==> src/common/ext_bus_pin_pkg.sv <==
// Shared types and constants of the external bus pin-function multiplexer.
// Assumes one clock domain and pins resolved outside the design from level and enable.
package ext_bus_pin_pkg;

  // ----------------------------------------------------------------------
  // Sizes and reset values
  // ----------------------------------------------------------------------
  localparam int PORT_COUNT = 5;
  localparam int PORT_WIDTH = 8;
  localparam logic [7:0] DIR_RESET = 8'h00;
  localparam logic [7:0] DATA_RESET = 8'h00;
  localparam logic [7:0] ALL_ON = 8'hff;

  // ----------------------------------------------------------------------
  // Port indices and pin positions
  // ----------------------------------------------------------------------
  localparam int PORT_ADDR_HI = 0;
  localparam int PORT_DATA_LO = 1;
  localparam int PORT_DATA_HI = 2;
  localparam int PORT_STROBES = 3;
  localparam int PORT_CONTROL = 4;
  localparam int P0_ADDR_BASE = 16;
  localparam int P3_READY = 0;
  localparam int P3_READ = 1;
  localparam int P3_LOW_WRITE = 2;
  localparam int P3_HIGH_WRITE = 3;
  localparam int P4_HOLD_REQ = 3;
  localparam int P4_FIXED_LAST = 4;
  localparam logic [7:0] P4_OUTPUT_PINS = 8'hf7;

  // ----------------------------------------------------------------------
  // Types
  // ----------------------------------------------------------------------
  typedef logic [PORT_WIDTH-1:0] port_bits_t;

  typedef enum logic [1:0] {
    MODE_SINGLE = 2'b00,
    MODE_EXPAND = 2'b01,
    MODE_MICRO = 2'b11
  } mode_t;

  typedef struct packed {
    port_bits_t level;
    port_bits_t enable;
  } pin_drive_t;

  // Strobes of the bus unit; names ending in N are active low.
  typedef struct packed {
    logic readN;
    logic lowByteWriteStrobeN;
    logic highByteWriteStrobeN;
    logic addrLatch;
    logic clockOut;
    logic holdAcknowledgeN;
    logic readyOutN;
    logic [3:0] areaSelectsN;
  } bus_strobe_t;

endpackage : ext_bus_pin_pkg

==> src/hdl/ext_bus_pin_function_mux.sv <==
// Pin-function multiplexer for ports P0 to P4 of the expansion bus.
// Assumes bus unit signals and pin levels are synchronous to mclk.
`timescale 1ns/1ps

module ext_bus_pin_function_mux
  import ext_bus_pin_pkg::*;
(
  input wire logic mclk,
  input wire logic nrst,
  input wire logic processorModeInput,
  input wire logic expandEnable,
  input wire logic busWidthHigh,
  input wire logic [2:0] areaNarrow,
  input wire logic [1:0] activeArea,
  input wire port_bits_t p0GpioMask,
  input wire logic p1MuxAddr,
  input wire logic addrPhase,
  input wire logic p30ReadyOut,
  input wire logic p30Gpio,
  input wire port_bits_t p4FuncEn,
  input wire logic [4:0] dirWe,
  input wire logic [4:0] dataWe,
  input wire port_bits_t wrData,
  input wire logic [23:0] busAddr,
  input wire logic [15:0] busDataOut,
  input wire logic busDataOe,
  input wire bus_strobe_t strobes,
  input wire port_bits_t [4:0] pinIn,
  output pin_drive_t [4:0] pinDrive,
  output port_bits_t [4:0] portRead,
  output logic [15:0] busDataIn,
  output logic readyInN,
  output logic holdReqN,
  output logic accessWide,
  output mode_t modeState
);

  // ----------------------------------------------------------------------
  // Port latches
  // ----------------------------------------------------------------------
  port_bits_t [4:0] dirQ;
  port_bits_t [4:0] dataQ;

  genvar g;
  generate
    for (g = 0; g < PORT_COUNT; g++) begin : gPort
      gpio_port_regs uRegs (
        .mclk(mclk),
        .nrst(nrst),
        .dirWe(dirWe[g]),
        .dataWe(dataWe[g]),
        .wrData(wrData),
        .dirQ(dirQ[g]),
        .dataQ(dataQ[g])
      );
    end
  endgenerate

  // Selected pins take the bus level and enable; the rest keep the latches.
  function automatic pin_drive_t mergeBus(input port_bits_t dir, input port_bits_t data,
                                          input port_bits_t sel, input port_bits_t lvl,
                                          input port_bits_t oe);
    pin_drive_t r;
    r.level = (data & ~sel) | (lvl & sel);
    r.enable = (dir & ~sel) | (oe & sel);
    return r;
  endfunction : mergeBus

  // ----------------------------------------------------------------------
  // Pin assignment
  // ----------------------------------------------------------------------
  pin_drive_t [4:0] pinDrive_reg, pinDrive_next;
  port_bits_t [4:0] portRead_reg, portRead_next;
  logic [15:0] busDataIn_reg, busDataIn_next;
  logic readyInN_reg, readyInN_next;
  logic holdReqN_reg, holdReqN_next;
  logic accessWide_reg, accessWide_next;
  mode_t modeState_reg, modeState_next;

  mode_t modeNow;
  logic expanded, micro, narrowBus, muxPhase, areaIsNarrow;
  port_bits_t sel0, sel1, sel2, sel3, sel4;
  port_bits_t lvl1, oe1, lvl3, oe3, lvl4;

  always_comb begin
    // The mode pin only separates microprocessor mode from the other two.
    if (processorModeInput) begin
      modeNow = MODE_MICRO;
    end else if (expandEnable) begin
      modeNow = MODE_EXPAND;
    end else begin
      modeNow = MODE_SINGLE;
    end
    expanded = modeNow != MODE_SINGLE;
    micro = modeNow == MODE_MICRO;
    narrowBus = busWidthHigh;
    areaIsNarrow = 1'b0;
    case (activeArea)
      2'h1: areaIsNarrow = areaNarrow[0];
      2'h2: areaIsNarrow = areaNarrow[1];
      2'h3: areaIsNarrow = areaNarrow[2];
      default: areaIsNarrow = 1'b0;
    endcase
    accessWide_next = expanded && !narrowBus && !areaIsNarrow;

    sel0 = expanded ? ~p0GpioMask : 8'h00;

    muxPhase = narrowBus && p1MuxAddr && addrPhase;
    sel1 = expanded ? ALL_ON : 8'h00;
    lvl1 = muxPhase ? busAddr[7:0] : busDataOut[7:0];
    oe1 = muxPhase ? ALL_ON : {8{busDataOe}};

    sel2 = (expanded && !narrowBus) ? ALL_ON : 8'h00;

    sel3 = 8'h00;
    sel3[P3_READY] = (modeNow == MODE_EXPAND && p30ReadyOut) || (micro && !p30Gpio);
    sel3[P3_READ] = expanded;
    sel3[P3_LOW_WRITE] = expanded;
    sel3[P3_HIGH_WRITE] = expanded && !narrowBus;
    lvl3 = {4'h0, strobes.highByteWriteStrobeN, strobes.lowByteWriteStrobeN,
            strobes.readN, strobes.readyOutN};
    oe3 = {4'h0, 3'h7, !micro};

    sel4 = expanded ? p4FuncEn : 8'h00;
    if (micro) begin
      sel4[P4_FIXED_LAST:0] = ALL_ON[P4_FIXED_LAST:0];
    end
    lvl4 = {strobes.areaSelectsN, 1'b1, strobes.holdAcknowledgeN, strobes.clockOut,
            strobes.addrLatch};

    // Bus roles override the latches pin by pin.
    pinDrive_next[PORT_ADDR_HI] = mergeBus(dirQ[0], dataQ[0], sel0, busAddr[23:P0_ADDR_BASE],
                                           ALL_ON);
    pinDrive_next[PORT_DATA_LO] = mergeBus(dirQ[1], dataQ[1], sel1, lvl1, oe1);
    pinDrive_next[PORT_DATA_HI] = mergeBus(dirQ[2], dataQ[2], sel2, busDataOut[15:8],
                                           {8{busDataOe}});
    pinDrive_next[PORT_STROBES] = mergeBus(dirQ[3], dataQ[3], sel3, lvl3, oe3);
    pinDrive_next[PORT_CONTROL] = mergeBus(dirQ[4], dataQ[4], sel4, lvl4,
                                           P4_OUTPUT_PINS);

    portRead_next = pinIn;
    busDataIn_next = {pinIn[PORT_DATA_HI], pinIn[PORT_DATA_LO]};
    // An unused ready input reads as ready so accesses are never stretched.
    readyInN_next = (micro && !p30Gpio) ? pinIn[PORT_STROBES][P3_READY] : 1'b0;
    holdReqN_next = sel4[P4_HOLD_REQ] ? pinIn[PORT_CONTROL][P4_HOLD_REQ] : 1'b1;
    modeState_next = modeNow;
  end

  always_ff @(posedge mclk or negedge nrst) begin
    if (!nrst) begin
      pinDrive_reg <= '0;
      portRead_reg <= '0;
      busDataIn_reg <= 16'h0000;
      readyInN_reg <= 1'b0;
      holdReqN_reg <= 1'b1;
      accessWide_reg <= 1'b0;
      modeState_reg <= MODE_SINGLE;
    end else begin
      pinDrive_reg <= pinDrive_next;
      portRead_reg <= portRead_next;
      busDataIn_reg <= busDataIn_next;
      readyInN_reg <= readyInN_next;
      holdReqN_reg <= holdReqN_next;
      accessWide_reg <= accessWide_next;
      modeState_reg <= modeState_next;
    end
  end

  assign pinDrive = pinDrive_reg;
  assign portRead = portRead_reg;
  assign busDataIn = busDataIn_reg;
  assign readyInN = readyInN_reg;
  assign holdReqN = holdReqN_reg;
  assign accessWide = accessWide_reg;
  assign modeState = modeState_reg;

  // ----------------------------------------------------------------------
  // Checks
  // ----------------------------------------------------------------------
  // Checks skip the first edge after reset, whose sampled past still lies inside reset.
  logic checkLive_reg;
  always_ff @(posedge mclk or negedge nrst) begin
    if (!nrst) begin
      checkLive_reg <= 1'b0;
    end else begin
      checkLive_reg <= 1'b1;
    end
  end
endmodule : ext_bus_pin_function_mux

==> src/hdl/gpio_port_regs.sv <==
// Direction and data latches of one 8-bit general I/O port.
// Assumes write strobes are one-cycle pulses synchronous to mclk.
`timescale 1ns/1ps
module gpio_port_regs
  import ext_bus_pin_pkg::*;
(
  input wire logic mclk,
  input wire logic nrst,
  input wire logic dirWe,
  input wire logic dataWe,
  input wire port_bits_t wrData,
  output port_bits_t dirQ,
  output port_bits_t dataQ
);

  port_bits_t dir_reg, dir_next;
  port_bits_t data_reg, data_next;

  always_comb begin
    dir_next = dirWe ? wrData : dir_reg;
    data_next = dataWe ? wrData : data_reg;
  end

  // Every pin is an input after reset.
  always_ff @(posedge mclk or negedge nrst) begin
    if (!nrst) begin
      dir_reg <= DIR_RESET;
      data_reg <= DATA_RESET;
    end else begin
      dir_reg <= dir_next;
      data_reg <= data_next;
    end
  end

  assign dirQ = dir_reg;
  assign dataQ = data_reg;

endmodule : gpio_port_regs

==> config.mk <==
export PLATFORM = sky130hd
export DESIGN_NAME = ext_bus_pin_function_mux
export DESIGN_NICKNAME = d
export VERILOG_FILES = /design/src/common/ext_bus_pin_pkg.sv /design/src/hdl/ext_bus_pin_function_mux.sv /design/src/hdl/gpio_port_regs.sv
export SDC_FILE = /design/constraint.sdc
export NUM_CORES = 1
export LEC_CHECK = 0
export BUFFER_PORTS_ARGS = -buffer_cell sky130_fd_sc_hd__buf_2
export CAP_MARGIN = 20
export CELL_PAD_IN_SITES_DETAIL_PLACEMENT = 1
export CELL_PAD_IN_SITES_GLOBAL_PLACEMENT = 2
export CORE_MARGIN = 4
export CORE_UTILIZATION = 34
export CTS_BUF_LIST = sky130_fd_sc_hd__clkbuf_16
export CTS_CLUSTER_DIAMETER = 50
export DETAILED_ROUTE_END_ITERATION = 10
export GPL_TIMING_DRIVEN = 0
export PLACE_DENSITY_LB_ADDON = 0.1
export SETUP_SLACK_MARGIN = 0.02
export SYNTH_ARGS = -nofsm -noshare
export SYNTH_HDL_FRONTEND = slang
export SYNTH_SLANG_ARGS = --single-unit
export TNS_END_PERCENT = 10
==> constraint.sdc <==
create_clock -name mclk -period 1.5 [get_ports mclk]
set_input_delay 0 -clock mclk [delete_from_list [all_inputs] [get_ports mclk]]
set_output_delay 0 -clock mclk [all_outputs]
set_load 0.03 [all_outputs]
==> impl_metrics.env, run 1 <==
export IMPL_run_status="completed"
export IMPL_setup_tns_ns=0
export IMPL_rsz0062_at_grt="no"
export IMPL_root_buffer="clkbuf_16"
export IMPL_grt_max_degree=104
export IMPL_worstSetupStartpointType="primary input"
export IMPL_grt_pass1_vias=5931
export IMPL_syn_cell_area_um2=7120
export IMPL_die_w_um=153
export IMPL_syn_area_per_cell_um2=15.5
export IMPL_synthCells=460
export IMPL_cts_sink_count=205
export IMPL_io_buffers=262
export IMPL_crit_path_end_kind="register"
export IMPL_crit_path_start="processorModeInput"
export IMPL_cts_setup_buffers=0
export IMPL_r2r_start="gPort[3].uRegs.dirQ[0]$_DFFE_PN0P_"
export IMPL_sw_frac_of_total_pct=26.4
export IMPL_dr_pass1_iters=4
export IMPL_ys_ff_latch=205
export IMPL_path_clk_slew_ns=0.06
export IMPL_place_gp_congestion=0.858
export IMPL_fp_dieArea_um2=23300
export IMPL_totalWireLength_um=21700
export IMPL_initial_core_util_pct=34.9
export IMPL_setup_viol=0
export IMPL_fmax_mhz=749
export IMPL_fp_row_count=52
export IMPL_wl_per_cell_um=18.7
export IMPL_antenna_left=0
export IMPL_ir_worst_vdd_uv=737
export IMPL_intPower_uw=10500
export IMPL_p_clk_share_pct=41.1
export IMPL_synth_area_leaders="dfrtp_1 72%, mux2_2 16%, buf_4 2.0%, nand2_1 1.8%, a21oi_1 1.7%"
export IMPL_diodes=0
export IMPL_pwr_share_comb_pct=15.5
export IMPL_cts_resized=0
export IMPL_detail_route_iter0_violations=146
export IMPL_p_seq_share_pct=43.4
export IMPL_ys_seq_area_share_pct=72.1
export IMPL_vias=5153
export IMPL_synth_top_area_cell="dfrtp_1"
export IMPL_synthesis_nets=600
export IMPL_clk_latency_ns=0.51
export IMPL_max_cap_viol_count=0
export IMPL_critPathArrivalTime_ns=1.72
export IMPL_hold_viol_final=0
export IMPL_synthDistinctLibCells=26
export IMPL_slew_viol_final=0
export IMPL_clock_path_buffers=3
export IMPL_grt_util_all_layers_pct=18.3
export IMPL_largest_reg_flops=80
export IMPL_worstSetupPathType="primary input to register"
export IMPL_yosysWarnings=0
export IMPL_die_h_um=153
export IMPL_timing_slew_headroom_pct=46.9
export IMPL_power_leakage_uw=0.00522
export IMPL_synth_top_cell_area_share_pct=71.7
export IMPL_worst_hold_path_type="primary input to register"
export IMPL_pin_count=281
export IMPL_core_region_area_um2=20400
export IMPL_worst_path_max_fanout=10
export IMPL_instances_no_fill=1161
export IMPL_min_period_ns=1.33
export IMPL_period_share_pct=88.9
export IMPL_detailedPlacementHpwl_um=14400
export IMPL_worstHoldStart="dirWe[2]"
export IMPL_cts_tree="done"
export IMPL_pwr_density_cell_nw_per_um2=1320
export IMPL_ctsHtreeMaxLevel=1
export IMPL_drc=0
export IMPL_crit_required_ns=1.89
export IMPL_place_inst=993
export IMPL_antenna_found_initial=0
export IMPL_hold_buffers=120
export IMPL_drive_gt1_share_pct=49.5
export IMPL_synthToLayoutAreaGrowth_pct=52.3
export IMPL_detail_route_vias_per_cell=4.44
export IMPL_cts_inserted_buffers=26
export IMPL_p_sw_uw=3780
export IMPL_finClkSkew_ns=0.00701
export IMPL_tightest_slew_ns=0.796
export IMPL_final_net_count=1011
export IMPL_grt_overflow_total=0
export IMPL_grt_pass1_wl_um=33900
-- layout by cell type, fill, tap and decap left out, types with 2 or more instances in the layout --
cell           instances
dlygate4sd3_1        120
nand2_1               35
clkinv_1               4
mux2i_1                2
nand2b_1               9
clkbuf_1              10
clkinvlp_4             2
a21o_1                 8
clkinv_4               3
a21oi_1               24
nor2_1                17
buf_2                264
or3_1                  2
buf_4                 19
mux2_2               104
inv_1                  6
clkbuf_16             27
dfrtp_1              204
or2_2                  9
clkinv_2               4
bufinv_16              2
buf_6                  2
-- final timing paths --
check / to / slack [ns] / cells after the start
worst max-delay path: pinDrive[75]$_DFF_PN0_ / 0.17 / 6
worst min-delay path: gPort[2].uRegs.dirQ[3]$_DFFE_PN0P_ / 0.03 / 2
worst max register to register: pinDrive[48]$_DFF_PN0_ / 0.27 / 3
worst min register to register: pinDrive[53]$_DFF_PN0_ / 0.37 / 0
max in group asynchronous: gPort[1].uRegs.dirQ[4]$_DFFE_PN0P_ / 0.42 / 3
min in group asynchronous: portRead[5]$_DFF_PN0_ / 0.11 / 2
-- synthesized netlist by cell type (all sizes together) --
master,instances
or2,9
nand3,1
o21a,1
buf,24
and3,1
dfstp,1
dfrtp,204
a21o,8
o21bai,1
and3b,1
mux2i,2
nand2,35
or3,2
o21ai,1
mux2,105
nand3b,1
nor2,18
and2,1
nand2b,9
inv,1
clkbuf,10
a21oi,24
-- per-stage QoR --
step / power (uW) / hold WS [ns] / utilization, % / setup slack (ns) / area (um^2)
floorplan: 7440 / -0.296 / - / 0.619 / 7120
global placement: 8230 / 0.109 / 42.9 / -2.92 / 8770
detailed placement: 8290 / 0.0991 / 43.1 / 0.252 / 8810
CTS: 14600 / 0.0123 / 53.1 / 0.162 / 10800
global route: 14900 / 0.0420 / 53.1 / 0.0833 / 10800
finish: 14300 / 0.0269 / 53.1 / 0.166 / 10800
-- layer usage --
layer | global-route usage (%) | share of wire [%]
met1 | 23.3 | 41
met2 | 31.9 | 51
met3 | 4.57 | 6.6
met4 | 3.95 | 1.5
met5 | 0 | 0
-- power by group through the flow --
stage          Sequential, uW  Combinational (uW)  Clock, uW
2_1_floorplan            6850                 593          0
5_1_grt                  6270                2380       6290
3_5_place_dp             6310                1980          0
6_report                 6220                2220       5890
4_1_cts                  6220                2250       6090
3_3_place_gp             6290                1940          0
-- worst max-delay path, cell delays in order --
cell and delay (ns):
dlygate4sd3_1 0.56, buf_2 0.16, buf_4 0.18, a21oi_1 0.18, dlygate4sd3_1 0.58, nand2b_1 0.05
-- final cells by class --
class | instances | area, um^2
fill | 2174 | 9590
buffer | 34 | 218
clock buffer | 27 | 676
clock inverter | 21 | 159
multi-input combinational | 220 | 1770
tap | 270 | 338
inverter | 1 | 3.75
timing repair buffer | 383 | 2550
sequential | 205 | 5130
-- cells by family (layout without fill, tap and decap cells) --
kind of cell | after synthesis | count (layout) | share of synthesized area (%)
AO/OA/AOI/OAI | 35 | 35 | 2.81
buffers and inverters | 35 | 466 | 3.11
flip-flops | 205 | 205 | 72.1
multiplexers | 107 | 107 | 16.9
AND/OR/NAND/NOR | 78 | 78 | 5.13
(Power assumes the default switching activity.)
==> run 2: changes to the inputs <==
- ABC_AREA: not set -> 1
- CORE_UTILIZATION: 34 -> 32
==> run 2 against run 1 <==
Sequential share of layout area is 1.6 points lower; maximum frequency down 6.1%; register-to-register slack about the same; clock skew up 0.0020 ns; final area is 3.6% higher; clock power grew 3%.
==> impl_metrics.env, run 2 <==
export IMPL_synthesis_nets=779
export IMPL_reg2reg_depth=3
export IMPL_antenna_left=0
export IMPL_crit_required_ns=1.88
export IMPL_fp_row_count=54
export IMPL_antenna_found_initial=0
export IMPL_timing_slew_headroom_pct=46.1
export IMPL_total_power_uw=14500
export IMPL_drc=0
export IMPL_finClkSkew_ns=0.00898
export IMPL_initial_core_util_pct=32.9
export IMPL_wl_per_cell_um=17.1
export IMPL_ctsHtreeMaxLevel=1
export IMPL_hold_viol_final=0
export IMPL_hold_slack_ns=0.0427
export IMPL_ys_ff_latch=205
export IMPL_cts_setup_buffers=0
export IMPL_worst_path_max_fanout=10
export IMPL_ir_worst_vdd_uv=606
export IMPL_die_w_um=159
export IMPL_slew_viol_final=0
export IMPL_cts_inserted_buffers=27
export IMPL_setup_viol=0
export IMPL_worstSetupStartpointType="primary input"
export IMPL_syn_cell_area_um2=7300
export IMPL_pin_count=281
export IMPL_yosysWarnings=0
export IMPL_clock_path_buffers=3
export IMPL_root_buffer="clkbuf_16"
export IMPL_synthToLayoutAreaGrowth_pct=53.8
export IMPL_diodes=0
export IMPL_grt_overflow_total=0
export IMPL_synth_edf_count=0
export IMPL_clk_latency_ns=0.51
export IMPL_largest_reg_flops=80
export IMPL_detail_route_vias_per_cell=4.48
export IMPL_final_common_cell="buf_2"
export IMPL_final_cell_mix="266 x buf_2, 204 x dfrtp_1, 150 x nand2_1"
export IMPL_synth_top_cell_area_share_pct=69.9
export IMPL_worstSetupPathType="primary input to register"
export IMPL_cts_tree="done"
export IMPL_final_net_count=1208
export IMPL_grt_pass1_vias=6956
export IMPL_grt_pass1_wl_um=37900
export IMPL_period_share_pct=94.7
export IMPL_run_status="completed"
export IMPL_core_region_area_um2=22200
export IMPL_synthCells=639
export IMPL_fp_dieArea_um2=25300
export IMPL_totalWireLength_um=23400
export IMPL_crit_path_end_kind="register"
export IMPL_dr_pass1_iters=4
export IMPL_instances_no_fill=1364
export IMPL_detail_route_iter0_violations=166
export IMPL_r2r_end="pinDrive[72]$_DFF_PN0_"
export IMPL_synthTopCellsByCount="204 x dfrtp_1, 150 x nand2_1, 83 x inv_1"
export IMPL_max_cap_viol_count=0
export IMPL_min_path_cells=3
export IMPL_r2r_setup_slack_ns=0.28
export IMPL_cts_sink_count=205
export IMPL_synth_top_area_cell="dfrtp_1"
export IMPL_place_gp_congestion=0.748
export IMPL_grt_max_degree=106
export IMPL_vias=6104
export IMPL_min_period_ns=1.42
export IMPL_min_to="gPort[0].uRegs.dirQ[5]$_DFFE_PN0P_"
export IMPL_pwr_density_cell_nw_per_um2=1290
export IMPL_synthDistinctLibCells=19
export IMPL_grt_util_all_layers_pct=18.3
export IMPL_tightest_slew_ns=0.809
export IMPL_drive_gt1_share_pct=33.5
export IMPL_rsz0062_at_grt="yes"
export IMPL_io_buffers=259
export IMPL_worst_hold_path_type="primary input to register"
export IMPL_critPathArrivalTime_ns=1.80
export IMPL_synth_area_leaders="dfrtp_1 70%, nand2_1 7.7%, o21ai_0 5.4%, mux2_2 4.8%, inv_1 4.3%"
export IMPL_r2r_start="gPort[4].uRegs.dataQ[0]$_DFFE_PN0P_"
export IMPL_power_leakage_uw=0.00570
export IMPL_synthFlopType="dfrtp_1"
export IMPL_fmax_mhz=704
export IMPL_syn_area_per_cell_um2=11.4
export IMPL_yosysMostFrequentCell="dfrtp_1"
export IMPL_cts_resized=0
export IMPL_place_inst=1179
export IMPL_synthArstFlopShare_pct=100
export IMPL_ys_seq_area_share_pct=70.3
export IMPL_detailedPlacementHpwl_um=14700
export IMPL_path_clk_slew_ns=0.06
export IMPL_worstHoldStart="wrData[5]"
export IMPL_die_h_um=159
==> run 2: power breakdown <==
| part | internal [uW] | total (uW) | switching, uW |
|---|---|---|---|
| combinational | 825 | 2250 | 1430 |
| clock | 3760 | 6050 | 2280 |
| sequential | 6010 | 6160 | 151 |
==> run 2: cell type report <==
| class | instances | area (um^2) |
|---|---|---|
| fillers | 2448 | 10900 |
| multi-input cells | 306 | 1580 |
| inverters | 84 | 318 |
| flip-flops and latches | 205 | 5130 |
| clock inverters | 18 | 169 |
| plain buffers | 44 | 273 |
| well taps | 280 | 350 |
| clock buffers | 27 | 676 |
| repair buffers | 400 | 2740 |
==> run 2: metal layers <==
layer	vias up	GRT usage, %	wire length (um)
li1	2850	-	-
met1	2999	22.0	9310
met2	210	32.4	11800
met3	45	4.45	1510
met4	0	6.19	686
met5	-	0	0
==> run 2: worst max path at each step <==
stage                             startpoint                                  end  slack, ns  cells after the start
after global routing      processorModeInput               pinDrive[59]$_DFF_PN0_      0.008                      7
final                     processorModeInput               pinDrive[43]$_DFF_PN0_       0.08                      7
after detailed placement                nrst               pinDrive[46]$_DFF_PN0_       0.38                      2
after floorplan                    addrPhase               pinDrive[16]$_DFF_PN0_       0.74                      5
after CTS                      areaNarrow[1]                 accessWide$_DFF_PN0_       0.04                      7
after global placement                  nrst  gPort[2].uRegs.dataQ[3]$_DFFE_PN0P_      -2.93                      1
==> run 2: worst max-delay path, cell delays in order <==
cell	delay, ns
dlygate4sd3_1	0.54
buf_2	0.19
nor2_4	0.26
nor2_8	0.10
nand2_1	0.08
dlygate4sd3_1	0.55
o21ai_0	0.07
==> run 2: logic make-up after synthesis <==
| family | count (synthesis) | synth area share (%) |
|---|---|---|
| buffers and inverters | 128 | 8.09 |
| and+or+nand+nor | 188 | 10.9 |
| AOI/OAI and AO/OA | 87 | 5.97 |
| muxes | 31 | 4.78 |
| DFF | 205 | 70.3 |
==> run 2: metrics by stage <==
| stage | utilization [%] | setup slack (ns) | TNS [ns] | instance area, um^2 |
|---|---|---|---|---|
| 6_report | 50.7 | 0.0793 | 0 | 11200 |
| 3_3_place_gp | 40.4 | -2.93 | -595.55 | 8940 |
| 4_1_cts | 50.7 | 0.0403 | 0 | 11200 |
| 2_1_floorplan | - | 0.744 | 0 | 7300 |
| 3_5_place_dp | 40.5 | 0.376 | 0 | 8980 |
| 5_1_grt | 50.7 | 0.00838 | 0 | 11200 |
==> run 2: what timing repair did <==
action / CTS / global route
hold buffers: 141 / 0
endpoints found under the hold margin: 272 / 0
endpoints found under the setup margin: 0 / 3
